===== config.mk =====
export PLATFORM = sky130hd
export DESIGN_NAME = sla_align
export DESIGN_NICKNAME = d
export VERILOG_FILES = /design/src/shared/sla_pkg.sv /design/src/rtl/sla_align.sv /design/src/rtl/sla_edge_detect.sv /design/src/rtl/sla_jitter_check.sv
export VERILOG_INCLUDE_DIRS = /design/src /design/src/shared
export SDC_FILE = /design/constraint.sdc
export NUM_CORES = 1
export LEC_CHECK = 0
export ABC_AREA = 1
export BUFFER_PORTS_ARGS = -buffer_cell sky130_fd_sc_hd__clkbuf_2
export CORE_MARGIN = 10
export CORE_UTILIZATION = 52
export CTS_CLUSTER_SIZE = 8
export DETAILED_ROUTE_END_ITERATION = 16
export GPL_TIMING_DRIVEN = 0
export PLACE_DENSITY = 0.78
export SLEW_MARGIN = 10
export SYNTH_ARGS = -nofsm -noshare
export SYNTH_HDL_FRONTEND = slang
export SYNTH_HIERARCHICAL = 1
export SYNTH_SLANG_ARGS = --single-unit

===== constraint.sdc =====
create_clock -name clk -period 2.2 [get_ports clk]
set_input_delay 0.22 -clock clk [delete_from_list [all_inputs] [get_ports clk]]
set_output_delay 0.22 -clock clk [all_outputs]
set_load 0.01 [all_outputs]

===== src/shared/sla_regs.svh =====
`ifndef SLA_REGS_SVH
`define SLA_REGS_SVH

`define SLA_IDX_SKIP 12'h036
`define SLA_IDX_WINDOW 12'h039
`define SLA_IDX_CONTROL 12'h03a
`define SLA_IDX_ENABLE 12'h03b
`define SLA_IDX_PERIOD 12'h03c
`define SLA_IDX_STATUS 12'h03d
`define SLA_IDX_COUPLING 12'h084
`define SLA_IDX_SUBCLASS 12'h458

`define SLA_CTL_ARM 1
`define SLA_CTL_DONE 4
`define SLA_EN_SYNC 0
`define SLA_EN_SOFT 1
`define SLA_STS_JITTER 0
`define SLA_STS_ALIGNED 1
`define SLA_COUPLING_DC 6
`define SLA_SUB_LSB 5

`define SLA_RST_SKIP 8'h00
`define SLA_RST_WINDOW 8'h04
`define SLA_RST_ENABLE 8'h00
`define SLA_RST_PERIOD 8'h10
`define SLA_RST_COUPLING 8'h00
`define SLA_RST_SUBCLASS 8'h20

`define SLA_DAC_PER_SAMPLE 4

`endif


===== src/shared/sla_pkg.sv =====
package sla_pkg;

	typedef enum logic [1:0] {
		SLA_IDLE,
		SLA_ARMED,
		SLA_ALIGNED
	} sla_state_t;

	typedef struct packed {
		logic [11:0] address;
		logic read;
		logic write;
		logic [3:0] byteenable;
		logic [31:0] writedata;
	} sla_avl_req_t;

	typedef struct packed {
		logic [7:0] period;
		logic [3:0] window_q;
	} sla_jit_cfg_t;

endpackage


===== src/rtl/sla_align.sv =====
`timescale 1ns/10ps
`include "sla_regs.svh"
module sla_align (
	input wire logic clk,
	input wire logic sys_rst,
	input wire sla_pkg::sla_avl_req_t avl_req,
	output logic [31:0] readdata,
	output logic waitrequest,
	input wire logic ref_in,
	output logic [1:0] link_sync_request_out,
	output logic [1:0] lmfc_strobe,
	output logic datapath_ramp,
	output logic ref_bias_en,
	output logic ref_jitter_event
);
	import sla_pkg::*;

	// ------------------------------------------------------------
	// Register storage
	// ------------------------------------------------------------
	logic [7:0] ref_edge_skip_count;
	logic [7:0] ref_jitter_window;
	logic [7:0] align_sync_enable;
	logic [7:0] lmfc_period;
	logic [7:0] coupling_reg;
	logic [7:0] subclass_reg;
	logic align_arm_once;
	logic align_done;
	logic jitter_flag;

	sla_state_t state;
	sla_state_t next_state;
	logic [7:0] skip_left;
	logic [7:0] next_skip_left;
	logic [7:0] lmfc_cnt;
	logic [7:0] next_lmfc_cnt;
	logic ack;
	logic [31:0] rd_q;

	// ------------------------------------------------------------
	// Bus decode
	// ------------------------------------------------------------
	wire req = avl_req.read | avl_req.write;
	wire wr_go = avl_req.write & ack & avl_req.byteenable[0];
	wire [7:0] wdat = avl_req.writedata[7:0];
	wire hit_skip = avl_req.address == `SLA_IDX_SKIP;
	wire hit_window = avl_req.address == `SLA_IDX_WINDOW;
	wire hit_control = avl_req.address == `SLA_IDX_CONTROL;
	wire hit_enable = avl_req.address == `SLA_IDX_ENABLE;
	wire hit_period = avl_req.address == `SLA_IDX_PERIOD;
	wire hit_status = avl_req.address == `SLA_IDX_STATUS;
	wire hit_coupling = avl_req.address == `SLA_IDX_COUPLING;
	wire hit_subclass = avl_req.address == `SLA_IDX_SUBCLASS;

	wire wr_skip = wr_go & hit_skip;
	wire wr_window = wr_go & hit_window;
	wire wr_control = wr_go & hit_control;
	wire wr_enable = wr_go & hit_enable;
	wire wr_period = wr_go & hit_period;
	wire wr_status = wr_go & hit_status;
	wire wr_coupling = wr_go & hit_coupling;
	wire wr_subclass = wr_go & hit_subclass;

	// A request is held for exactly one wait cycle, then acknowledged.
	assign waitrequest = req & ~ack;

	always_ff @(posedge clk or posedge sys_rst) begin
		if (sys_rst) begin
			ack <= 1'b0;
		end else begin
			ack <= req & ~ack;
		end
	end

	// ------------------------------------------------------------
	// Plain configuration registers
	// ------------------------------------------------------------
	always_ff @(posedge clk or posedge sys_rst) begin
		if (sys_rst) begin
			ref_edge_skip_count <= `SLA_RST_SKIP;
			ref_jitter_window <= `SLA_RST_WINDOW;
			align_sync_enable <= `SLA_RST_ENABLE;
			lmfc_period <= `SLA_RST_PERIOD;
			coupling_reg <= `SLA_RST_COUPLING;
			subclass_reg <= `SLA_RST_SUBCLASS;
		end else begin
			if (wr_skip) begin
				ref_edge_skip_count <= wdat;
			end
			if (wr_window) begin
				ref_jitter_window <= wdat;
			end
			if (wr_enable) begin
				align_sync_enable <= wdat;
			end
			if (wr_period) begin
				lmfc_period <= wdat;
			end
			if (wr_coupling) begin
				coupling_reg <= wdat;
			end
			if (wr_subclass) begin
				subclass_reg <= wdat;
			end
		end
	end

	// ------------------------------------------------------------
	// Mode decode
	// ------------------------------------------------------------
	wire [2:0] subclass = subclass_reg[`SLA_SUB_LSB +: 3];
	wire sub1 = subclass == 3'h1;
	wire sync_on = align_sync_enable[`SLA_EN_SYNC];
	wire soft_on = align_sync_enable[`SLA_EN_SOFT];
	wire [7:0] last_phase = lmfc_period - 8'h01;

	// An arming request is a write that takes the arm bit from 0 to 1 while the sync enable bit is set.
	wire arm_wr = wr_control & wdat[`SLA_CTL_ARM];
	wire arm_new = arm_wr & ~align_arm_once & sync_on;
	wire disarm = wr_control & ~wdat[`SLA_CTL_ARM];

	// ------------------------------------------------------------
	// SYSREF capture
	// ------------------------------------------------------------
	logic ref_rise;

	sla_edge_detect u_edge (
		.clk(clk),
		.sys_rst(sys_rst),
		.ref_in(ref_in),
		.rise(ref_rise)
	);

	// ------------------------------------------------------------
	// Alignment sequencer
	// ------------------------------------------------------------
	// internal edge in subclass 0
	wire align_edge = sub1 ? ref_rise : 1'b1;
	wire skip_done = skip_left == 8'h00;
	wire armed = state == SLA_ARMED;
	wire align_now = armed & align_edge & (skip_done | ~sub1);

	always_comb begin
		next_state = state;
		next_skip_left = skip_left;
		unique case (state)
			SLA_IDLE: begin
				if (arm_new) begin
					next_state = SLA_ARMED;
					next_skip_left = ref_edge_skip_count;
				end
			end
			SLA_ARMED: begin
				if (disarm) begin
					next_state = SLA_IDLE;
				end else if (align_now) begin
					next_state = SLA_ALIGNED;
				end else if (sub1 & ref_rise) begin
					next_skip_left = skip_left - 8'h01;
				end
			end
			SLA_ALIGNED: begin
				if (arm_new) begin
					next_state = SLA_ARMED;
					next_skip_left = ref_edge_skip_count;
				end
			end
		endcase
	end

	always_ff @(posedge clk or posedge sys_rst) begin
		if (sys_rst) begin
			state <= SLA_IDLE;
			skip_left <= 8'h00;
		end else begin
			state <= next_state;
			skip_left <= next_skip_left;
		end
	end

	// ------------------------------------------------------------
	// Arm bit and done flag
	// ------------------------------------------------------------
	always_ff @(posedge clk or posedge sys_rst) begin
		if (sys_rst) begin
			align_arm_once <= 1'b0;
		end else if (wr_control) begin
			align_arm_once <= wdat[`SLA_CTL_ARM];
		end
	end

	always_ff @(posedge clk or posedge sys_rst) begin
		if (sys_rst) begin
			align_done <= 1'b0;
		end else if (align_now) begin
			align_done <= 1'b1;
		end else if (arm_new) begin
			align_done <= 1'b0;
		end
	end

	// ------------------------------------------------------------
	// Local multiframe counter
	// ------------------------------------------------------------
	wire lmfc_wrap = lmfc_cnt >= last_phase;

	always_comb begin
		if (align_now) begin
			next_lmfc_cnt = 8'h01;
		end else if (lmfc_wrap) begin
			next_lmfc_cnt = 8'h00;
		end else begin
			next_lmfc_cnt = lmfc_cnt + 8'h01;
		end
	end

	always_ff @(posedge clk or posedge sys_rst) begin
		if (sys_rst) begin
			lmfc_cnt <= 8'h00;
		end else begin
			lmfc_cnt <= next_lmfc_cnt;
		end
	end

	logic lmfc_tick;

	always_ff @(posedge clk or posedge sys_rst) begin
		if (sys_rst) begin
			lmfc_tick <= 1'b0;
		end else begin
			// The strobe trails every phase-zero cycle by one clock.
			lmfc_tick <= align_now | (lmfc_cnt == 8'h00);
		end
	end

	assign lmfc_strobe = {2{lmfc_tick}};

	// ------------------------------------------------------------
	// Jitter monitor
	// ------------------------------------------------------------
	sla_jit_cfg_t jit_cfg;
	logic outside;

	assign jit_cfg.period = lmfc_period;
	assign jit_cfg.window_q = ref_jitter_window[5:2];

	sla_jitter_check u_jit (
		.cfg(jit_cfg),
		.phase(lmfc_cnt),
		.outside(outside)
	);

	wire jit_set = (state == SLA_ALIGNED) & sub1 & ref_rise & outside;
	wire jit_clr = wr_status & wdat[`SLA_STS_JITTER];

	always_ff @(posedge clk or posedge sys_rst) begin
		if (sys_rst) begin
			jitter_flag <= 1'b0;
		end else begin
			jitter_flag <= jit_set | (jitter_flag & ~jit_clr);
		end
	end

	assign ref_jitter_event = jitter_flag;

	// ------------------------------------------------------------
	// Link and datapath outputs
	// ------------------------------------------------------------
	logic link_up;
	logic ramp;
	logic bias;

	always_ff @(posedge clk or posedge sys_rst) begin
		if (sys_rst) begin
			link_up <= 1'b0;
			ramp <= 1'b0;
			bias <= 1'b1;
		end else begin
			link_up <= (next_state == SLA_ALIGNED);
			ramp <= soft_on & (next_state == SLA_ARMED);
			bias <= ~coupling_reg[`SLA_COUPLING_DC];
		end
	end

	assign link_sync_request_out = {2{link_up}};
	assign datapath_ramp = ramp;
	assign ref_bias_en = bias;

	// ------------------------------------------------------------
	// Read path
	// ------------------------------------------------------------
	logic [7:0] ctl_view;
	logic [7:0] sts_view;
	logic [7:0] rd_sel;

	always_comb begin
		ctl_view = 8'h00;
		ctl_view[`SLA_CTL_ARM] = align_arm_once;
		ctl_view[`SLA_CTL_DONE] = align_done;
		sts_view = 8'h00;
		sts_view[`SLA_STS_JITTER] = jitter_flag;
		sts_view[`SLA_STS_ALIGNED] = state == SLA_ALIGNED;
	end

	always_comb begin
		rd_sel = 8'h00;
		if (hit_skip) begin
			rd_sel = ref_edge_skip_count;
		end else if (hit_window) begin
			rd_sel = ref_jitter_window;
		end else if (hit_control) begin
			rd_sel = ctl_view;
		end else if (hit_enable) begin
			rd_sel = align_sync_enable;
		end else if (hit_period) begin
			rd_sel = lmfc_period;
		end else if (hit_status) begin
			rd_sel = sts_view;
		end else if (hit_coupling) begin
			rd_sel = coupling_reg;
		end else if (hit_subclass) begin
			rd_sel = subclass_reg;
		end
	end

	// Read data is loaded in the wait cycle so it stands at the ack edge.
	always_ff @(posedge clk or posedge sys_rst) begin
		if (sys_rst) begin
			rd_q <= 32'h0000_0000;
		end else if (avl_req.read & ~ack) begin
			rd_q <= {24'h00_0000, rd_sel};
		end
	end

	assign readdata = rd_q;

endmodule // sla_align


===== src/rtl/sla_edge_detect.sv =====
`timescale 1ns/10ps
module sla_edge_detect (
	input wire logic clk,
	input wire logic sys_rst,
	input wire logic ref_in,
	output logic rise
);
	import sla_pkg::*;

	logic meta;
	logic sync;
	logic last;

	always_ff @(posedge clk or posedge sys_rst) begin
		if (sys_rst) begin
			meta <= 1'b0;
			sync <= 1'b0;
			last <= 1'b0;
		end else begin
			meta <= ref_in;
			sync <= meta;
			last <= sync;
		end
	end

	assign rise = sync & ~last;

endmodule // sla_edge_detect


===== src/rtl/sla_jitter_check.sv =====
`timescale 1ns/10ps
module sla_jitter_check (
	input wire sla_pkg::sla_jit_cfg_t cfg,
	input wire logic [7:0] phase,
	output logic outside
);
	import sla_pkg::*;

	logic [7:0] mirror;
	logic [7:0] dev;
	logic early_half;

	// The distance to the nearest LMFC boundary, in sample clocks.
	assign mirror = cfg.period - phase;
	assign early_half = phase <= {1'b0, cfg.period[7:1]};
	assign dev = early_half ? phase : mirror;

	assign outside = dev > {4'h0, cfg.window_q};

endmodule // sla_jitter_check


==> metrics.txt <==
Post-Syn Instances=about 730; post-route cell area=6350 sq um; Critical Path RT=2.49 ns; number of routed nets with antenna violations=0; Place WS=-0.592 ns; WL final=14200 microns; EDFF count, synth=0; Slew Limit Fails=0; clk_lat worst skew=0.37 ns; FP Rows=37; H-Tree Depth=3; internal power=2290 uW; DR DRC count=0; failing checks=setup timing; Synth Warn #=6; worst slew pin tran=0.707 ns; dpl hpwl=11000 microns; Die Span X=between 100 and 150 microns; antenna violations before repair=0; Clock Power Share=40.9%; Net Sw Frac=24.9%; min Tclk post-route=2.68 ns; Yosys reg bits=85; WL per Instance=14.9 microns; HP Class=input port to flop; Seq pwr share=51.7%; post-synthesis cell type count=40; peak fanout along the critical path=6; Max Clock Freq=373 MHz; share of layout cells above drive strength 1=21.6%; Detailed Route Iter0 Violations=434; area grow syn2layout=17.1%; I/O pin cnt=between 90 and 100; setup_tns=-1.52 ns; Switch Pwr=761 uW; gr usage total=a little under a fifth; vias=4873; Congestion Overflow GR=0; CTS clk-pin slew, worst paths=around 0.090 ns; drt pass-1 iters=5; Worst VDD drop=0.000332 V; Max Cap Viol=0; RSZ-0062 raised after global routing=true; setup ws final=-0.484 ns; Final GP Congestion=0.896; # nets final=899; Clock Skew=0.0133 ns; full die area=14900 sq um; slew margin rel.=52.7%; r2r setup slk=-0.48 ns; final core occ=62.0%; Power Density=between 400 and 500 nW/um^2; Port-buffer cells=a little over 40; clock sinks=85; dpl cell area=5930 sq um; CP Class=flop to flop; Worst EP arrival=2.97 ns; Combinational Power Share=7.5%; Root Buffer=clkbuf_8; crit share post-route=122%; largest net degree at the start of global routing=between 40 and 50; syn avg cell area=7.47 sq um; clk buf depth=2; final hold vios=0; global-route wire length before repair=22900 microns; Synth Cell Area=5420 sq um; CTS tree=done; Synth Flop Type=dfrtp_1; Initial Util=53.0%; Die Y=122 microns; Pleak=0.00340 uW; status=finished, violations left; core area=about 10000 sq um; CTS Buf Count=9; ANT cells=0; nature of the critical path startpoint=flop; drt via density=around 5.1; most common cell after layout, fill and taps aside=nand2_1; commonest cells after routing, fill and taps aside=214 x nand2_1, 80 x inv_1, 70 x dfrtp_1, 52 x nor2_1, 51 x o21ai_1; vias in the first global route=about 5000; CP Capture Type=flop; Setup violations, final=9; overall power=3050 uW; post-synthesis sequential area ratio=39.3%; FFs w/ async S/R, synth=100%
## power by group through the flow
stage	logic, uW	registers (uW)	clock network, uW
after floorplan	139	1610	0
after global placement	208	1610	0
after detailed placement	223	1610	0
after CTS	227	1580	1270
after global routing	253	1580	1330
final	228	1580	1250
## critical path, stage by stage, from the launching register on
cell and delay (ns):
dfstp_2 0.57, inv_2 0.05, ha_4 0.26, nand2_1 0.06, inv_2 0.06, o21ai_2 0.05, nand2_1 0.06, nand2_1 0.04
nand2_1 0.07, nand2_2 0.11, nand2_1 0.10, o21ai_0 0.10, ha_1 0.31, nand2_1 0.07, nor2_1 0.10, nor2_1 0.05
a21oi_1 0.16, a21oi_1 0.06, nand2_1 0.12, nand2_1 0.07, o21ai_1 0.13
## kinds of logic after synthesis
kind of cell,share of synthesized area (%)
compound gates,10.0
xor+xnor,2.58
fa+ha+maj,7.52
buf+inv,11.3
flops,39.3
other cells,0.0692
simple gates,29.2
## what timing repair did
| action | 4_1_cts | 5_1_grt |
|---|---|---|
| buffers inserted | 5 | 4 |
| hold endpoints to repair | 18 | 0 |
| hold buffers | 2 | 0 |
| pin swaps | 5 | 15 |
| gates resized for setup | 10 | 31 |
| endpoints found under the setup margin | 9 | 9 |
## metrics by stage
stage	hold slack, ns	cells
finish	0.110	955
global route	0.147	955
CTS	0.0976	951
detailed placement	0.121	928
global placement	0.102	926
floorplan	-0.0264	749
## metal layers
layer,routed length (microns),global-route usage [%],up-vias
li1,-,-,2438
met1,5800,22.1,2289
met2,7300,33.6,113
met3,712,3.84,33
met4,397,7.58,0
met5,0,0,-
## Yosys cell counts (all sizes together) (2+ instances only)
| master | count | area [sq um] |
|---|---|---|
| nand3 | 34 | 170 |
| buf | 33 | 235 |
| nand3b | 2 | 15.0 |
| nor3 | 12 | 82.6 |
| a21oi | 21 | 105 |
| xor2 | 10 | 87.6 |
| nand2 | 223 | 875 |
| nor2 | 67 | 298 |
| o21a | 2 | 15.0 |
| inv | 98 | 368 |
| dfrtp | 81 | 2030 |
| ha | 31 | 388 |
| nand4 | 15 | 109 |
| a21o | 2 | 15.0 |
| clkbuf | 2 | 7.51 |
| o31ai | 2 | 15.0 |
| o21ai | 70 | 354 |
| or2 | 3 | 21.3 |
| xnor2 | 6 | 52.6 |
| dfstp | 4 | 105 |
## cell type report
cell class | count | area, sq um
clock inverter | 7 | 97.6
fill | 917 | 3880
inverter | 98 | 374
sequential | 85 | 2150
clock buffer | 9 | 124
buffer | 35 | 243
multi-input combinational | 531 | 2860
timing repair buffer | 54 | 337
tap | 136 | 170
## final timing paths
kind	depth (start not counted)	start	to
max in group asynchronous	5	sys_rst	lmfc_period[4]
max reg2reg	20	lmfc_period[4]	ref_jitter_event
min in group asynchronous	3	sys_rst	u_edge/meta
max	20	lmfc_period[4]	ref_jitter_event
min reg2reg	0	u_edge/meta	u_edge/sync
min	3	avl_req[37]	ack
(Power assumes the default switching activity.)
